--- config.mk ---
export PLATFORM = sky130hd
export DESIGN_NAME = usb_device_control_status
export DESIGN_NICKNAME = d
export VERILOG_FILES = /design/src/rtl/sticky_flags.v /design/src/rtl/sync2.v /design/src/rtl/usb_device_control_status.v
export VERILOG_INCLUDE_DIRS = /design/src /design/src/rtl
export SDC_FILE = /design/constraint.sdc
export NUM_CORES = 1
export LEC_CHECK = 0
export ABC_AREA = 1
export BUFFER_PORTS_ARGS = -buffer_cell sky130_fd_sc_hd__buf_2
export CORE_ASPECT_RATIO = 1.5
export CORE_MARGIN = 3
export CORE_UTILIZATION = 45
export DETAILED_ROUTE_END_ITERATION = 10
export HOLD_SLACK_MARGIN = 0.06
export PLACE_DENSITY_LB_ADDON = 0.2
export SLEW_MARGIN = 20
export SYNTH_ARGS = -nofsm -noshare
export SYNTH_HDL_FRONTEND = slang
export SYNTH_HIERARCHICAL = 1
export SYNTH_SLANG_ARGS = --single-unit
--- constraint.sdc ---
create_clock -name clk -period 2.6 [get_ports clk]
set_input_delay 0.13 -clock clk [delete_from_list [all_inputs] [get_ports clk]]
set_output_delay 0.13 -clock clk [all_outputs]
set_load 0.005 [all_outputs]
--- src/rtl/usb_ctrl_defines.vh ---
// Constants shared by the USB device control and status block.
// What this block does
// - Bus reset detection sets reset flag.
// - USB reset clears address and endpoint 0 toggle and status bits.
// - Start-of-frame token sets frame flag.
// - Flag, mask set and CPU unmasked: interrupt.
// - Control register resets to 06h.
// - Control bits 7, 6 show resume, reset seen.
// - Resume bit drives resume signalling; software times it.
// - Power-down bit switches regulator off.
// - Forced suspend cleared by bus activity.
// - Forced reset holds link; release raises reset.
// - Address register holds 7 bits, bit 7 zero.
// - Status captures upper token bits for endpoint 0.
// - Completed transfer records endpoint; direction only for endpoints 1 to 3.
// - Error code stored, cleared with error flag.
// - USB reset clears endpoint 0 bits 6:4, 2:0.
// - Correct endpoint 0 transaction sets done bit.
// - SETUP sets transmit toggle, clears receive toggle.
// - Receive toggle flips on matching data packet.
// - Two-bit status: disabled, stall, NAK, valid.
// - Correct endpoint 0 transfer sets both NAK.
// - SETUP acknowledged gives NAK; STALL answer gives STALL.
// - Bus activity in suspend sets wake flag.
// - Over 3 ms idle sets idle request.
`ifndef USB_CTRL_DEFINES_VH
`define USB_CTRL_DEFINES_VH

// Register byte offsets on the bus.
`define OFF_FLAGS        8'h00
`define OFF_MASK         8'h04
`define OFF_CTRL         8'h08
`define OFF_ADDR         8'h0C
`define OFF_STATUS       8'h10
`define OFF_EP0          8'h14

// Reset values.
`define RST_MASK         8'h00
`define RST_CTRL         8'h06
`define RST_ADDR         7'h00
`define RST_STATUS       8'h00

// Flag register bit positions (the mask register uses the same layout).
`define FLG_DONE         7
`define FLG_SOVR         5
`define FLG_ERR          4
`define FLG_IDLE         3
`define FLG_WAKE         2
`define FLG_RESET        1
`define FLG_SOF          0

// Control register bit positions.
`define CTL_RESUME_SEEN  7
`define CTL_RESET_SEEN   6
`define CTL_RESUME       3
`define CTL_REG_OFF      2
`define CTL_SUSPEND      1
`define CTL_HOLD         0

// Endpoint status field encodings.
`define STAT_DISABLED    2'h0
`define STAT_STALL       2'h1
`define STAT_NAK         2'h2
`define STAT_VALID       2'h3

// Token identifier upper bits.
`define PID_SETUP        2'h3

// Idle time before a suspend request, and the clock rate.
`define IDLE_TIME_MS     3
`define CLK_KHZ          200000
`define IDLE_CYCLES      (`IDLE_TIME_MS * `CLK_KHZ)

`endif

--- src/rtl/sticky_flags.v ---
// Group of sticky flags in which a hardware set wins over a clear.
`timescale 1ns/1ps
module sticky_flags #(
  parameter WIDTH = 1             // Number of flags.
) (
  // Clock and reset
  input  wire             clk,
  input  wire             rst,
  // Events and clears
  input  wire [WIDTH-1:0] set,
  input  wire [WIDTH-1:0] clr,
  // Flag state
  output reg  [WIDTH-1:0] q
);

  // A set in the same cycle as a clear keeps the flag, so no event is lost.
  always @(posedge clk or posedge rst) begin
    if (rst) begin
      q <= {WIDTH{1'b0}};
    end else begin
      q <= (q & ~clr) | set;
    end
  end

endmodule

--- src/rtl/sync2.v ---
// Two flip-flop synchroniser for a level arriving from a pin.
`timescale 1ns/1ps
module sync2 #(
  parameter RESET_VAL = 1'b0      // Level held during reset.
) (
  // Clock and reset
  input  wire clk,
  input  wire rst,
  // Level in and out
  input  wire d,
  output reg  q
);

  reg meta;                       // First stage, read only by the second.

  // Two stages; only the second one is visible to logic.
  always @(posedge clk or posedge rst) begin
    if (rst) begin
      meta <= RESET_VAL;
      q    <= RESET_VAL;
    end else begin
      meta <= d;
      q    <= meta;
    end
  end

endmodule

--- src/rtl/usb_device_control_status.v ---
// Control, status, mask, address and control-endpoint logic of a USB device.
`timescale 1ns/1ps
`include "usb_ctrl_defines.vh"
module usb_device_control_status #(
  parameter IDLE_CYCLES = `IDLE_CYCLES, // Idle cycles before a suspend request.
  parameter CNT_W       = 20            // Width of the idle counter.
) (
  // Clock and reset
  input  wire       clk,
  input  wire       rst,
  // AHB-Lite slave
  input  wire        hsel,
  input  wire [31:0] haddr,
  input  wire [1:0]  htrans,
  input  wire        hwrite,
  input  wire [2:0]  hsize,
  input  wire [31:0] hwdata,
  input  wire        hready,
  output reg         hreadyout,
  output reg         hresp,
  output reg  [31:0] hrdata,
  // Line state from the transceiver pin
  input  wire        line_idle,
  // Events from the serial engine, one-cycle pulses on this clock
  input  wire        ev_bus_reset,
  input  wire        ev_resume,
  input  wire        ev_sof,
  input  wire        ev_xfer_ok,
  input  wire [1:0]  xfer_ep,
  input  wire        xfer_in,
  input  wire [1:0]  xfer_pid,
  input  wire        ev_tx_ack,
  input  wire        ev_rx_match,
  input  wire        ev_stall_sent,
  input  wire        ev_err,
  input  wire [2:0]  err_code,
  // CPU global interrupt mask
  input  wire        cpu_int_masked,
  // Interrupt requests
  output reg         irq_usb,
  output reg         irq_wake,
  // Link controls
  output reg         resume_drive,
  output reg         regulator_off,
  output reg         forced_suspend,
  output reg         link_hold_reset,
  output reg  [6:0]  function_address,
  // Endpoint 0 settings seen by the engine
  output reg         tx_toggle,
  output reg  [1:0]  tx_stat,
  output reg         rx_toggle,
  output reg  [1:0]  rx_stat
);

  // Bus side state.
  reg        wr_pend;             // A write data phase is due.
  reg  [7:0] wr_addr;             // Byte address of the pending write.
  wire       addr_phase;          // A transfer is offered this cycle.
  wire       we_flags;            // Write strobes per register.
  wire       we_mask;
  wire       we_ctrl;
  wire       we_addr;
  wire       we_ep0;
  wire [7:0] wdat;                // Low byte of the write data.

  // Register state.
  reg  [7:0] interrupt_enable_mask; // Enable bits, same layout as the flags.
  reg        resume_seen;         // Resume signalling started.
  reg        reset_seen;          // Reset signalling started.
  reg  [7:0] transaction_status;  // Last token, endpoint, direction, error.
  reg        hold_prev;           // Forced reset value one cycle ago.
  reg  [CNT_W-1:0] idle_cnt;      // Continuous idle time counter.
  wire       idle_s;              // Synchronised idle level.
  wire [5:0] flag_q;              // Sticky flags, bits 5 to 0 of the flag register.
  wire [5:0] flag_set;            // Hardware sets of the sticky flags.
  wire [5:0] flag_clr;            // Software clears of the sticky flags.
  wire       ctrl_ep_done;        // Endpoint 0 completed transfer.
  wire       ep0_done_clr;        // Software clear of that bit.
  wire       transfer_done_any;   // Or of all completed-transfer flags.
  wire [7:0] interrupt_flags;     // Flag register as read.
  wire [7:0] link_control;        // Control register as read.
  wire [7:0] control_endpoint_ctrl; // Endpoint 0 register as read.

  // Derived events.
  wire usb_rst;                   // Received or forced USB reset.
  wire ep0_done;                  // Correct transfer on endpoint 0.
  wire ep12_done;                 // Correct transfer on endpoint 1, 2 or 3.
  wire setup_overrun;             // SETUP done while the last is unserviced.
  wire ep0_record;                // Endpoint 0 transfer that updates status.
  wire is_setup;                  // Completed token was SETUP.
  wire activity;                  // Bus is not idle.
  wire wake;                      // Activity ends a forced suspend.
  wire idle_hit;                  // Idle time just exceeded.
  wire err_cleared;               // Error flag cleared by software.

  // The idle level comes from a pin and is synchronised first.
  sync2 #(
    .RESET_VAL (1'b1)
  ) u_idle_sync (
    .clk (clk),
    .rst (rst),
    .d   (line_idle),
    .q   (idle_s)
  );

  assign activity = ~idle_s;

  // Address phase is taken whenever the bus is ready, the slave selected and htrans[1] is set.
  assign addr_phase = hsel & hready & htrans[1];

  // The write lands in its data phase, one cycle after the address phase.
  always @(posedge clk or posedge rst) begin
    if (rst) begin
      wr_pend   <= 1'b0;
      wr_addr   <= 8'h00;
      hreadyout <= 1'b0;
      hresp     <= 1'b0;
    end else begin
      wr_pend   <= addr_phase & hwrite;
      hreadyout <= 1'b1;
      hresp     <= 1'b0;
      if (addr_phase) begin
        wr_addr <= haddr[7:0];
      end
    end
  end

  assign wdat     = hwdata[7:0];
  assign we_flags = wr_pend & (wr_addr == `OFF_FLAGS);
  assign we_mask  = wr_pend & (wr_addr == `OFF_MASK);
  assign we_ctrl  = wr_pend & (wr_addr == `OFF_CTRL);
  assign we_addr  = wr_pend & (wr_addr == `OFF_ADDR);
  assign we_ep0   = wr_pend & (wr_addr == `OFF_EP0);

  // A forced reset clears the address and endpoint 0 state just like a received one.
  assign usb_rst = ev_bus_reset | link_hold_reset;

  // Classify completed transfers.
  assign ep0_done      = ev_xfer_ok & (xfer_ep == 2'h0);
  assign ep12_done     = ev_xfer_ok & (xfer_ep != 2'h0);
  assign is_setup      = (xfer_pid == `PID_SETUP);
  assign setup_overrun = ep0_done & is_setup & ctrl_ep_done;
  assign ep0_record    = ep0_done & ~setup_overrun;

  // Forced suspend ends on bus activity.
  assign wake = forced_suspend & activity;

  // The suspend request fires once, when the count first passes the limit.
  assign idle_hit = (idle_cnt == IDLE_CYCLES[CNT_W-1:0] - 1'b1);

  // Hardware events for the sticky flags.
  assign flag_set[5] = setup_overrun;
  assign flag_set[4] = ev_err;
  assign flag_set[3] = idle_hit;
  assign flag_set[2] = wake;
  assign flag_set[1] = ev_bus_reset | (hold_prev & ~link_hold_reset);
  assign flag_set[0] = ev_sof;

  // Writing a zero clears a flag, writing a one leaves it.
  assign flag_clr = we_flags ? ~wdat[5:0] : 6'h00;

  // Interrupt event flags; a set in a clearing cycle survives.
  sticky_flags #(
    .WIDTH (6)
  ) u_flags (
    .clk (clk),
    .rst (rst),
    .set (flag_set),
    .clr (flag_clr),
    .q   (flag_q)
  );

  // Endpoint 0 done is cleared by a zero written to bit 7.
  assign ep0_done_clr = we_ep0 & ~wdat[7];

  // Completed transfer bit of endpoint 0, untouched by USB reset.
  sticky_flags #(
    .WIDTH (1)
  ) u_ep0_done (
    .clk (clk),
    .rst (rst),
    .set (ep0_done),
    .clr (ep0_done_clr),
    .q   (ctrl_ep_done)
  );

  // Only endpoint 0 has a done bit here, so the summary is that bit.
  assign transfer_done_any = ctrl_ep_done;

  assign interrupt_flags = {transfer_done_any, 1'b0, flag_q};

  // The error code clears when software clears the error flag.
  assign err_cleared = we_flags & ~wdat[`FLG_ERR] & ~ev_err;

  // Interrupt requests, registered so the outputs come from flip-flops.
  always @(posedge clk or posedge rst) begin
    if (rst) begin
      irq_usb  <= 1'b0;
      irq_wake <= 1'b0;
    end else begin
      // All events but wake share one request line.
      irq_usb  <= (|(interrupt_flags & interrupt_enable_mask & 8'hFB))
                  & ~cpu_int_masked;
      // Wake has its own line so it can rouse a halted processor.
      irq_wake <= interrupt_flags[`FLG_WAKE] & interrupt_enable_mask[`FLG_WAKE]
                  & ~cpu_int_masked;
    end
  end

  // Mask register, read and write; bit 6 always stays zero.
  always @(posedge clk or posedge rst) begin
    if (rst) begin
      interrupt_enable_mask <= `RST_MASK;
    end else if (we_mask) begin
      interrupt_enable_mask <= wdat & 8'hBF;
    end
  end

  // Control register: software bits plus hardware status bits.
  always @(posedge clk or posedge rst) begin
    if (rst) begin
      resume_drive    <= 1'b0;
      regulator_off   <= 1'b1;
      forced_suspend  <= 1'b1;
      link_hold_reset <= 1'b0;
      hold_prev       <= 1'b0;
      resume_seen     <= 1'b0;
      reset_seen      <= 1'b0;
    end else begin
      hold_prev <= link_hold_reset;
      if (we_ctrl) begin
        resume_drive    <= wdat[`CTL_RESUME];
        regulator_off   <= wdat[`CTL_REG_OFF];
        link_hold_reset <= wdat[`CTL_HOLD];
      end
      // Hardware activity clears forced suspend over any software write.
      if (wake) begin
        forced_suspend <= 1'b0;
      end else if (we_ctrl) begin
        forced_suspend <= wdat[`CTL_SUSPEND];
      end
      // The cause bits are cleared when a new suspend is entered.
      if (ev_resume) begin
        resume_seen <= 1'b1;
      end else if (we_ctrl & wdat[`CTL_SUSPEND] & ~forced_suspend) begin
        resume_seen <= 1'b0;
      end
      if (ev_bus_reset) begin
        reset_seen <= 1'b1;
      end else if (we_ctrl & wdat[`CTL_SUSPEND] & ~forced_suspend) begin
        reset_seen <= 1'b0;
      end
    end
  end

  assign link_control = {resume_seen, reset_seen, 2'b00, resume_drive,
                         regulator_off, forced_suspend, link_hold_reset};

  // Idle counter; restarts on reset or activity and is off in forced suspend.
  always @(posedge clk or posedge rst) begin
    if (rst) begin
      idle_cnt <= {CNT_W{1'b0}};
    end else if (usb_rst | activity | forced_suspend) begin
      idle_cnt <= {CNT_W{1'b0}};
    end else if (idle_cnt != IDLE_CYCLES[CNT_W-1:0]) begin
      idle_cnt <= idle_cnt + 1'b1;
    end
  end

  // Device address register, seven bits, cleared by a USB reset.
  always @(posedge clk or posedge rst) begin
    if (rst) begin
      function_address <= `RST_ADDR;
    end else if (usb_rst) begin
      function_address <= `RST_ADDR;
    end else if (we_addr) begin
      function_address <= wdat[6:0];
    end
  end

  // Transaction status register, written only by hardware.
  always @(posedge clk or posedge rst) begin
    if (rst) begin
      transaction_status <= `RST_STATUS;
    end else begin
      if (ep0_record) begin
        transaction_status[7:6] <= xfer_pid;
        transaction_status[4:3] <= 2'h0;
      end else if (ep12_done) begin
        transaction_status[5]   <= xfer_in;
        transaction_status[4:3] <= xfer_ep;
      end
      if (ev_err) begin
        transaction_status[2:0] <= err_code;
      end else if (err_cleared) begin
        transaction_status[2:0] <= 3'h0;
      end
    end
  end

  // Endpoint 0 toggles; reset first, then hardware events, then software.
  always @(posedge clk or posedge rst) begin
    if (rst) begin
      tx_toggle <= 1'b0;
      rx_toggle <= 1'b0;
    end else if (usb_rst) begin
      tx_toggle <= 1'b0;
      rx_toggle <= 1'b0;
    end else if (ep0_done & is_setup) begin
      tx_toggle <= 1'b1;
      rx_toggle <= 1'b0;
    end else begin
      if (ev_tx_ack) begin
        tx_toggle <= ~tx_toggle;
      end else if (we_ep0) begin
        tx_toggle <= wdat[6];
      end
      if (ev_rx_match) begin
        rx_toggle <= ~rx_toggle;
      end else if (we_ep0) begin
        rx_toggle <= wdat[2];
      end
    end
  end

  // Endpoint 0 status fields; the engine obeys their encoding.
  always @(posedge clk or posedge rst) begin
    if (rst) begin
      tx_stat <= `STAT_DISABLED;
      rx_stat <= `STAT_DISABLED;
    end else if (usb_rst) begin
      tx_stat <= `STAT_DISABLED;
      rx_stat <= `STAT_DISABLED;
    end else if (ev_stall_sent) begin
      tx_stat <= `STAT_STALL;
      rx_stat <= `STAT_STALL;
    end else if (ep0_done) begin
      tx_stat <= `STAT_NAK;
      rx_stat <= `STAT_NAK;
    end else if (we_ep0) begin
      tx_stat <= wdat[5:4];
      rx_stat <= wdat[1:0];
    end
  end

  assign control_endpoint_ctrl = {ctrl_ep_done, tx_toggle, tx_stat, 1'b0,
                                  rx_toggle, rx_stat};

  // Read data is registered in the address phase; unmapped reads give zero.
  always @(posedge clk or posedge rst) begin
    if (rst) begin
      hrdata <= 32'h0000_0000;
    end else if (addr_phase & ~hwrite) begin
      case (haddr[7:0])
        `OFF_FLAGS:  hrdata <= {24'h00_0000, interrupt_flags};
        `OFF_MASK:   hrdata <= {24'h00_0000, interrupt_enable_mask};
        `OFF_CTRL:   hrdata <= {24'h00_0000, link_control};
        `OFF_ADDR:   hrdata <= {24'h00_0000, 1'b0, function_address};
        `OFF_STATUS: hrdata <= {24'h00_0000, transaction_status};
        `OFF_EP0:    hrdata <= {24'h00_0000, control_endpoint_ctrl};
        default:     hrdata <= 32'h0000_0000;
      endcase
    end
  end

endmodule

## Yosys cells after proc, flatten, opt, wreduce, memory -nomap -nowiden

Cells that the tools add are included.

- Bitwise operators: 48
- $add $sub $neg: 1
- Reductions and logical operators: 16
- Multiplexer cells: 31
- Eq/ne operators: 12

Operator list:

| kind | number |
|---|---|
| 8-bit case mux with 6 select lines | 1 |
| 20-bit 2-to-1 mux | 2 |
| 8-bit by 4-bit == test with 1-bit output (second input constant) | 4 |
| 1-bit AND | 25 |
| 8-bit by 5-bit == test with 1-bit output (second input constant) | 3 |
| 20-bit by 1-bit adder with 20-bit output (second input constant) | 1 |
| 20-bit == test (second input constant) | 1 |
| 2-bit 2-to-1 mux | 10 |
| 20-bit != test (second input constant) | 1 |
| 8-bit by 3-bit == test with 1-bit output (second input constant) | 2 |
| 8-bit logical NOT | 2 |
| 2-bit nonzero test | 8 |
| 7-bit 2-to-1 mux | 2 |
| 1-bit 2-to-1 mux | 13 |
| 1-bit NOT | 13 |
| 6-bit NOT | 2 |
| 4-bit nonzero test | 3 |
| 8-bit AND | 1 |
| 7-bit OR reduction | 1 |
| 6-bit AND | 1 |
| 3-bit 2-to-1 mux | 2 |
| 6-bit 2-to-1 mux | 1 |
| 6-bit bitwise OR | 1 |
| 1-bit bitwise OR | 5 |
| other kinds (3) | 3 |

- Bits in registers: 108
- Logic and storage cells: 136
- Input bits: 92
- Output and inout port bits: 53

## Longest topological paths before layout

Gate-level depths: netlist (run 1).

- Depth after elaboration: 8
- Depth in mapped cells: 10

## Cells and area by module

The synthesis (run 1) kept the hierarchy.

By module, submodules not included:

| module | area an instance (µm²) | times used | cells each | sequential area each (µm²) |
|---|---|---|---|---|
| usb_device_control_status | 4226.6 | 1 | 542 | 1879.3 |
| sticky_flags (u_flags) | 244.0 | 1 | 31 | 150.1 |
| sync2 | 56.3 | 1 | 3 | 52.6 |
| sticky_flags (u_ep0_done) | 43.8 | 1 | 6 | 25.0 |

## Least setup slack after synthesis (run 1)

No wires, ideal clock.

- Path type: reg2reg
- From: register idle_cnt[0]
- To: register idle_cnt[16]
- Stages on the path, launching flop included: 9
- Setup slack: 1240 ps
- Period minus slack after synthesis: 1360 ps
- Required time: 2480 ps
- Buffers on the path: 0
- Arrival time: 1240 ps
- Setup time: 120 ps
- Cell sequence: dfrtp_1 > ha_1 > nand3_1 > nor2_2 > nand2_2 > nor2_4 > nand2_1 > o21ai_0 > nor2_1

- Longest elaborated chain between the ends: 3

Ends and longest elaborated chain:

| element | line | RTL |
|---|---|---|
| from (decl) | usb_device_control_status.v:72 | `reg [CNT_W-1:0] idle_cnt;` |
| from (signal assigned) | usb_device_control_status.v:262 | `idle_cnt <= {CNT_W{1'b0}};` |
| from (signal assigned) | usb_device_control_status.v:264 | `idle_cnt <= {CNT_W{1'b0}};` |
| from (signal assigned) | usb_device_control_status.v:266 | `idle_cnt <= idle_cnt + 1'b1;` |
| 20-bit by 1-bit adder with 20-bit output | usb_device_control_status.v:266 |  |
| 20-bit 2-to-1 mux | usb_device_control_status.v:265 | `end else if (idle_cnt != IDLE_CYCLES[CNT_W-1:0]) begin` |
| 20-bit 2-to-1 mux | usb_device_control_status.v:263 | `end else if (usb_rst \| activity \| forced_suspend) begin` |

Several ways; a longest one is shown, not always the timed one. The select of a mux whose other input is x is not followed.
A chain may end at the register's enable or synchronous reset.

## Final worst setup path (run 1)

- From: register link_hold_reset
- To: register rx_stat[0]

- Longest elaborated chain between the ends: 2

Ends and longest elaborated chain:

| element | line | RTL |
|---|---|---|
| from (decl) | usb_device_control_status.v:46 | `output reg link_hold_reset,` |
| from (signal assigned) | usb_device_control_status.v:234 | `` link_hold_reset <= wdat[`CTL_HOLD]; `` |
| 1-bit bitwise OR (*) | usb_device_control_status.v:136 | `assign usb_rst = ev_bus_reset \| link_hold_reset;` |
| 4-bit nonzero test (no source line) or 2-bit 2-to-1 mux (tied branches) | -- |  |
| to (signal assigned) | usb_device_control_status.v:330 | `` rx_stat <= `STAT_DISABLED; `` |
| to (signal assigned) | usb_device_control_status.v:333 | `` rx_stat <= `STAT_DISABLED; `` |
| to (signal assigned) | usb_device_control_status.v:336 | `` rx_stat <= `STAT_STALL; `` |
| to (decl) | usb_device_control_status.v:52 | `output reg [1:0] rx_stat` |

Every way passes the cells marked *; elsewhere a longest branch is shown, timed or not.

==> results of run 1 <==
-- per-stage QoR --
stage               power, W  util [%]  worst slack, ns
global placement     0.00184      50.3            0.972
CTS                  0.00313      55.0            0.932
global route         0.00324      55.0            0.800
finish               0.00310      55.0            0.951
floorplan            0.00173         -            0.563
detailed placement   0.00185      50.3            0.934
-- path summary, 6_finish.rpt --
kind                                             start                                   end  slack [ns]  cells past startpoint
setup reg to reg           link_hold_reset$_DFFE_PP0P_                rx_stat[0]$_DFFE_PP0P_        0.95                      7
hold reg to reg             u_idle_sync/meta$_DFF_PP1_               u_idle_sync/q$_DFF_PP1_        0.36                      0
setup / recovery           link_hold_reset$_DFFE_PP0P_                rx_stat[0]$_DFFE_PP0P_        0.95                      7
hold / removal                               hwdata[1]       function_address[1]$_DFFE_PP0P_        0.06                      3
min in group asynchronous                          rst                u_ep0_done/q$_DFF_PP0_        0.21                      3
max in group asynchronous                          rst  interrupt_enable_mask[7]$_DFFE_PP0P_        1.45                      4
-- area by class of cell --
type,count,area [um^2],share of cell area (%)
flip-flops and latches,84,2110,39.1
multi-input cells,410,2010,37.4
repair buffers,88,548,10.2
inverters,77,289,5.36
clock buffers,11,233,4.32
well taps,115,144,2.67
clock inverters,5,52.6,0.975
-- state kept, by name (all words and copies together), names as in the netlist, 2 cells and up --
name / flops
function_address: 7
idle_cnt: 20
interrupt_enable_mask: 7
u_flags/q: 6
transaction_status: 8
hrdata: 8
rx_stat: 2
tx_stat: 2
wr_addr: 8
-- power by group through the flow --
stage          Sequential, W  Combinational, W  Clock (W)
2_1_floorplan        0.00149          0.000240          0
3_3_place_gp         0.00151          0.000326          0
3_5_place_dp         0.00152          0.000334          0
4_1_cts              0.00149          0.000355    0.00128
5_1_grt              0.00150          0.000405    0.00133
6_report             0.00149          0.000351    0.00126
-- repair_timing --
action / 4_1_cts / 5_1_grt
endpoints found under the hold margin: 47 / 0
resized for setup: 0 / 0
hold buffers: 17 / 0
-- per-layer routing --
metal	vias up	part of all wire (%)	wire [um]	track usage [%]
met5	-	0	0	0
met4	0	2.7	319	9.96
met3	20	3.5	415	3.56
met2	86	55	6460	40.3
met1	1912	39	4530	23.7
li1	1997	-	-	-
-- kinds of logic (layout without fill, tap and decap cells) --
group                    count (synthesis)  count (layout)  share of synthesized area [%]
flip-flops                              84              84                           46.1
XOR/XNOR                                 4               4                          0.766
adder cells (fa/ha/maj)                  2               2                          0.547
AO/OA/AOI/OAI                           66              66                           8.16
other                                    2              26                          0.164
multiplexers                             1               1                          0.246
buffers and inverters                  112             181                           11.8
AND/OR/NAND/NOR                        311             311                           32.2
-- critical path, stage by stage (launching register included) --
cell and delay [ns]:
dfrtp_1 0.48, nor2_4 0.14, buf_4 0.27, inv_1 0.10, nor3_2 0.25, nand2_2 0.13, nor2_1 0.11, a21oi_1 0.05
-- cell usage in the layout (no fill, tap or decap), types with 3 or more instances in the layout --
cell and count:
buf_2 67, nor2_4 7, buf_4 3, nand3_1 76, nor2_2 7, nand4_1 12
o21ai_0 33, o21ai_2 7, clkbuf_16 9, nor3_1 7, conb_1 26, inv_1 73
a21oi_1 19, dfrtp_1 80, nand2_2 3, a31oi_1 3, nor2_1 50, dfstp_2 4
clkinv_2 3, dlygate4sd3_1 17, nand2_1 138, inv_2 4, xor2_1 4
==> out/results.txt, run 1 <==
Htree depth -> 3
PwrDens -> 576 mW/mm^2
ANT cells -> 0
Synth area leaders -> dfrtp_1 (44%), nand2_1 (11%), nand3_1 (8.3%)
Die Y -> 129 um
Int Pwr -> 0.00228 W
Clock network power share -> 40.6%
Seq pwr share -> 48.1%
Minimum clock period after layout -> 1.65 ns
Ys async rst share -> 100%
Relative slew slack -> 58.2%
Vias per inst -> 5.08
Remaining global-route overflow -> 0
Most frequent cell after synthesis -> nand2_1
Setup repair bufs after CTS -> 0
Gr usage total -> 21.8%
Area growth, synth to finish -> 17.9%
Hold_ws -> 0.0624 ns
Final hold vios -> 0
Ys Warns -> 6
Die width -> 88.3 um
Final setup fails -> 0
Filler cells -> 941
Largest net degree at the start of global routing -> 50
Synth cell count leaders -> nand2_1 (138), dfrtp_1 (80), nand3_1 (76)
Reg clk slew, reported paths -> 0.06 ns
Final WL -> 11,700 um
Ports -> 145
Final ANT Viol Nets -> 0
Worst hold-check path type -> input port to register
First-pass GRT wire length -> 19,000 um
DP Area -> 0.00493 mm^2
Setup tns final -> 0 ns
Placed insts -> 757
CP Data Required Time -> 2.83 ns
Worst slew pin tran -> 0.626 ns
Clock skew -> 0.00594 ns
Static Leak -> 2.77 nW
Critical Path End Type -> register
Clock tree from TritonCTS -> done
RD Place Congestion -> 0.970
IO Port Bufs -> 67
P_sw -> 0.000823 W
Top-area cell type share of the netlist area -> 43.8%
CP startpoint kind -> register
Clk Latency, worst-skew pair -> 0.34 ns
Syn Area/Cell -> 7.85 um^2
Antenna violations before repair -> 0
Root Buffer -> clkbuf_16
Design Area, Final -> 0.00539 mm^2
NumNets Final -> 764
Fin cells -> 790
Status -> completed
Dpl hpwl -> 8980 um
Combinational share of power -> 11.3%
Synthesized flop and latch total -> 84
Residual DRC -> 0
Highest clock rate -> 607 MHz
Layout cell share with drive strength beyond 1 -> 18.7%
Vias in the first global route -> 3,962
Max Cap Violations -> 0
Seq/Total Area, Yosys -> 46.1%
Main flop type after synthesis -> dfrtp_1
TritonRoute pass-1 iters -> 5
TritonCTS Sinks -> 84
Pins over their slew limit -> 0
Peak VDD IR -> 0.344 mV
Syn Inst Count -> 582
Post-synth EDFFs -> 0
Die area -> 0.0114 mm^2
Leading area contributor after synthesis -> dfrtp_1
Via Count -> 4,015
DR WL/cell -> 14.8 um
Clock buffer count from CTS -> 9
RSZ-0062 raised after global routing -> no
Sw Share -> 26.5%
Starting Density -> 46.6%
Core Rows -> 44
CP Class -> register to register
Unique masters post-synth -> 34
Area of the core -> 0.00980 mm^2
Synthesized cell area -> 0.00457 mm^2
Crit Path Max Fanout -> 22
Final period utilization -> 63.4%
Clk buf depth -> 2
First DRT Iteration DRCs -> 277
CP arrival -> 1.88 ns
No activity file was read; power rests on OpenSTA's default activity.
==> run 2, diff against run 1 <==
==> constraint.sdc (replaced) <==
create_clock -name clk -period 1.4 [get_ports clk]
set_input_delay 0.07 -clock clk [delete_from_list [all_inputs] [get_ports clk]]
set_output_delay 0.07 -clock clk [all_outputs]
set_load 0.005 [all_outputs]
==> run 2 against run 1 <==
  * The run now ends with setup timing left
  * Flip-flop and latch count unchanged
  * Register-to-register slack got worse by 1.0 ns
  * Design area increased by 16%
  * Critical endpoint is now function_address[2]$_DFFE_PP0P_
==> out/results.txt, run 2 (synthesis gave the netlist of run 1 again) <==
Status -> finished, violations left
Violations in the final reports -> setup timing
Clock buffer count from CTS -> 9
Via Count -> 4,430
Clk Latency, worst-skew pair -> 0.33 ns
CP Class -> register to register
Remaining global-route overflow -> 0
First DRT Iteration DRCs -> 339
FF-to-FF End -> function_address[2]$_DFFE_PP0P_
RD Place Congestion -> 0.978
HP Start -> ev_rx_match
Pins over their slew limit -> 0
Worst hold-check path type -> input port to register
Placed insts -> 786
Layout cell share with drive strength beyond 1 -> 29.0%
Htree depth -> 3
Final setup fails -> 17
Highest clock rate -> 689 MHz
CP arrival -> 1.73 ns
Dpl hpwl -> 9380 um
Largest net degree at the start of global routing -> 57
Clock tree from TritonCTS -> done
Dpl ws -> -0.0455 ns
Crit Path Max Fanout -> 6
Vias per inst -> 5.22
Root Buffer -> clkbuf_16
Peak VDD IR -> 0.598 mV
ANT cells -> 0
Commonest non-fill, non-tap cell in the layout -> nand2_1
R2r startpoint -> wr_addr[6]$_DFFE_PP0P_
Fin cells -> 849
Area growth, synth to finish -> 36.6%
PwrDens -> 1000 mW/mm^2
Reg clk slew, reported paths -> 0.07 ns
Die Y -> 129 um
Antenna violations before repair -> 0
Final period utilization -> 104%
Area of the core -> 0.00980 mm^2
Residual DRC -> 0
Die width -> 88.3 um
Max FFs per register -> 20
Die area -> 0.0114 mm^2
Critical Path End Type -> register
Worst Hold End -> rx_toggle$_DFFE_PP0P_
Hold path cells -> 4
Vias in the first global route -> 4,276
Final WL -> 13,100 um
Critical path origin -> wr_addr[6]$_DFFE_PP0P_
Final setup margin -> -0.0522 ns
Commonest cells after routing, fill and taps aside -> nand2_1 (132), dfrtp_1 (77), nand3_1 (68), buf_2 (68), inv_1 (67)
IO Port Bufs -> 67
Final ANT Viol Nets -> 0
Clock skew -> 0.00715 ns
Minimum clock period after layout -> 1.45 ns
Final hold vios -> 0
Static Leak -> 3.14 nW
Hold_ws -> 0.0658 ns
NumNets Final -> 823
Max Cap Violations -> 0
CP Data Required Time -> 1.68 ns
Ports -> 145
Gr usage total -> 22.5%
Starting Density -> 46.6%
Design Area, Final -> 0.00624 mm^2
RSZ-0062 raised after global routing -> yes
Top reg by flops -> idle_cnt
DR WL/cell -> 15.4 um
Pwr Total -> 0.00626 W
Clk buf depth -> 2
TritonCTS Sinks -> 84
Reg2Reg Depth -> 8
DP Area -> 0.00520 mm^2
Reg-to-reg slack, setup -> -0.05 ns
CP startpoint kind -> register
TritonRoute pass-1 iters -> 5
Core Rows -> 44
First-pass GRT wire length -> 20,000 um
-- run 2: power by group --
| group | internal [W] | total, W | switching [W] |
|---|---|---|---|
| Combinational | 0.000402 | 0.000911 | 0.000509 |
| Clock | 0.00161 | 0.00258 | 0.000966 |
| Sequential | 0.00261 | 0.00277 | 0.000161 |
| Total | 0.00462 | 0.00626 | 0.00164 |
-- run 2: area by class of cell --
class | count | area, um^2
clock inverters | 6 | 87.6
clock buffers | 10 | 239
inverters | 77 | 298
fillers | 842 | 3550
well taps | 115 | 144
repair buffers | 146 | 1120
flip-flops and latches | 84 | 2110
multi-input cells | 411 | 2240
-- run 2: per-layer routing --
metal | up-vias | wire [um] | track usage [%]
li1 | 2128 | - | -
met2 | 134 | 7140 | 40.7
met4 | 0 | 477 | 10.8
met5 | - | 0 | 0
met3 | 41 | 595 | 3.44
met1 | 2127 | 4870 | 25.3
-- run 2: critical path: stages, from the launching register on --
cell and delay, ns:
dfrtp_1 0.41, nor2_2 0.17, nand2_2 0.08, nor2_4 0.15
buf_6 0.13, nand4_4 0.15, nand2_4 0.16, nand3_1 0.08
nand2_1 0.06
-- run 2: worst max-delay path by stage --
stage | endpoint | cells past startpoint
floorplan | idle_cnt[16]$_DFFE_PP0P_ | 8
global placement | u_flags/q[3]$_DFF_PP0_ | 8
detailed placement | idle_cnt[2]$_DFFE_PP0P_ | 6
CTS | resume_seen$_DFFE_PP0P_ | 9
global route | u_flags/q[3]$_DFF_PP0_ | 9
finish | function_address[2]$_DFFE_PP0P_ | 8
-- run 2: timing repair --
action,in CTS,in global routing
gates cloned,0,3
pin swaps,3,24
gates resized for setup,11,68
setup endpoints to repair,18,45
buffers inserted,1,10
hold buffers,34,0
endpoints found under the hold margin,118,0
-- run 2: metrics by stage --
stage	util (%)	TNS, ns
2_1_floorplan	-	0
3_3_place_gp	53.1	-0.0206
3_5_place_dp	53.1	-0.290
4_1_cts	60.4	-0.0381
5_1_grt	63.7	-3.13
6_report	63.7	-0.579
==> run 3, diff against run 2 <==
--- a/config.mk
+++ b/config.mk
@@ -13,6 +13,7 @@
 export CORE_UTILIZATION = 45
 export DETAILED_ROUTE_END_ITERATION = 10
 export HOLD_SLACK_MARGIN = 0.06
+export MAX_ROUTING_LAYER = met4
 export PLACE_DENSITY_LB_ADDON = 0.2
 export SLEW_MARGIN = 20
 export SYNTH_ARGS = -nofsm -noshare
==> run 3 against run 2 <==
  * The flow still finishes with violations (setup timing)
  * Clock skew grew 0.0016 ns
  * Clock power about the same
  * Sequential power about the same
  * Highest routed layer unchanged
  * Largest power group unchanged
  * Register-to-register slack hardly changed
  * Worst setup slack better by 0.0099 ns
  * Hold slack better by 0.011 ns
==> out/results.txt, run 3 (synthesis gave the netlist of run 1 again) <==
First DRT Iteration DRCs -> 242
Met1 Track Usage GR -> 25.1%
Clock skew -> 0.00871 ns
Vias per inst -> 5.08
TritonRoute pass-1 iters -> 5
Ports -> 145
CP top delay family -> simple AND/OR/NAND/NOR gates
Area of the core -> 0.00980 mm^2
Max FFs per register -> 20
Dpl hpwl -> 9220 um
Residual DRC -> 0
NumNets Final -> 827
Clock network power share -> 41.4%
CP Class -> register to register
Final setup margin -> -0.0424 ns
Crit Path Max Fanout -> 6
Area growth, synth to finish -> 35.3%
Final period utilization -> 103%
Fin cells -> 853
CP Data Required Time -> 1.64 ns
Final setup fails -> 7
Combinational share of power -> 14.2%
IO Port Bufs -> 67
Commonest non-fill, non-tap cell in the layout -> nand2_1
Critical Path End Type -> register
PwrDens -> 1010 mW/mm^2
Clock tree from TritonCTS -> done
Via Count -> 4,330
Critical path depth in cells -> 8
Crit-path slowest cell -> dfrtp_1
Die area -> 0.0114 mm^2
Dpl ws -> -0.0714 ns
Die width -> 88.3 um
ANT cells -> 0
Core Rows -> 44
Static Leak -> 3.13 nW
CP Buf/Inv Count -> 2
Gr usage total -> 23.1%
Starting Density -> 46.6%
Die Y -> 129 um
Met3 Use GR -> 3.24%
P_sw -> 0.00161 W
CP arrival -> 1.68 ns
Violations in the final reports -> setup timing
Minimum clock period after layout -> 1.44 ns
RD Place Congestion -> 0.988
Highest clock rate -> 693 MHz
Reg2Reg Depth -> 8
Htree depth -> 3
Seq pwr share -> 44.3%
Commonest cells after routing, fill and taps aside -> nand2_1 (134), dfrtp_1 (78), nand3_1 (68), inv_1 (68), buf_2 (67)
Antenna violations before repair -> 0
Max Cap Violations -> 0
Global routing's busiest layer -> met2
RSZ-0062 raised after global routing -> yes
Met2 Track Usage GR -> 40.5%
Worst hold-check path type -> input port to register
Top reg by flops -> idle_cnt
Peak VDD IR -> 0.716 mV
DR WL/cell -> 15.1 um
Vias in the first global route -> 4,072
Clock buffer count from CTS -> 9
Int Pwr -> 0.00462 W
Sw Share -> 25.9%
Largest net degree at the start of global routing -> 57
Placed insts -> 785
Crit path cell chain -> nor2_2 -> nand2_2 -> nor2_4 -> buf_6 -> nand4_4 -> buf_4 -> nand3_1 -> nand2_1
Final hold vios -> 0
Remaining global-route overflow -> 0
TritonCTS Sinks -> 84
Root Buffer -> clkbuf_16
Clk Latency, worst-skew pair -> 0.34 ns
First-pass GRT wire length -> 19,700 um
Pins over their slew limit -> 0
Slowest stage delay, CP -> 0.41 ns
Layout cell share with drive strength beyond 1 -> 28.2%
Final ANT Viol Nets -> 0
Clk buf depth -> 2
Final WL -> 12,900 um
Status -> finished, violations left
CP startpoint kind -> register
Hold path cells -> 3
Reg clk slew, reported paths -> 0.07 ns
run 3: cell types whose count changed in the layout (fill, tap and decap cells not counted), moves of 3 or more:
cell and delta:
buf_6 -6, nor2_4 -3, nor2_1 +3, buf_4 +13
run 3: metrics by stage:
stage / setup TNS (ns) / hold slack [ns] / total power (W) / utilization [%] / cell area [um^2]
floorplan: 0 / -0.201 / 0.00322 / - / 4660
global placement: -0.211 / -0.0346 / 0.00350 / 52.8 / 5170
detailed placement: -0.673 / -0.0367 / 0.00352 / 52.8 / 5170
CTS: -0.0448 / 0.0688 / 0.00621 / 60.0 / 5880
global route: -2.25 / 0.0731 / 0.00650 / 63.1 / 6180
finish: -0.161 / 0.0763 / 0.00624 / 63.1 / 6180
run 3: final timing paths:
path                                                 start  slack (ns)                         endpoint
worst max register to register      wr_addr[5]$_DFFE_PP0P_       -0.04  function_address[4]$_DFFE_PP0P_
worst min-delay path                              haddr[4]        0.08           wr_addr[4]$_DFFE_PP0P_
min in group asynchronous                              rst        0.16           u_ep0_done/q$_DFF_PP0_
max in group asynchronous                              rst        0.69          idle_cnt[2]$_DFFE_PP0P_
worst max-delay path                wr_addr[5]$_DFFE_PP0P_       -0.04  function_address[4]$_DFFE_PP0P_
worst min register to register  u_idle_sync/meta$_DFF_PP1_        0.36          u_idle_sync/q$_DFF_PP1_
run 3: routing by layer:
metal	part of all wire [%]	vias to the layer above	wire, um
met3	4.0	26	509
met4	3.5	0	444
li1	-	2126	-
met2	55	143	7010
met5	0	-	0
met1	38	2035	4890
run 3: area by class of cell:
cell class / count / area, um^2
Timing Repair Buffer: 150 / 1110
Sequential cell: 84 / 2110
Clock inverter: 6 / 87.6
Multi-Input combinational cell: 410 / 2190
Fill cell: 837 / 3620
Tap cell: 115 / 144
Clock buffer: 10 / 239
Inverter: 77 / 299
Timing Repair inverter: 1 / 7.51
run 3: repair_timing:
item | 4_1_cts | 5_1_grt
pin swaps | 6 | 18
hold buffers | 34 | 0
setup endpoints to repair | 27 | 47
gates resized for setup | 11 | 50
endpoints found under the hold margin | 119 | 0
buffers inserted | 1 | 15
gates cloned | 0 | 2
run 3: worst reg2reg max path, delay by kind of cell (launching register included):
kind | cells | cell delay [ns]
and+or+nand+nor | 6 | 0.61
DFF | 1 | 0.41
buffers and inverters | 2 | 0.31
run 3: power groups by stage:
stage               sequential (W)  combinational [W]  clock (W)
floorplan                  0.00277           0.000445          0
finish                     0.00277           0.000886    0.00258
global placement           0.00279           0.000708          0
CTS                        0.00276           0.000808    0.00264
detailed placement         0.00280           0.000725          0
global route               0.00278           0.000991    0.00273
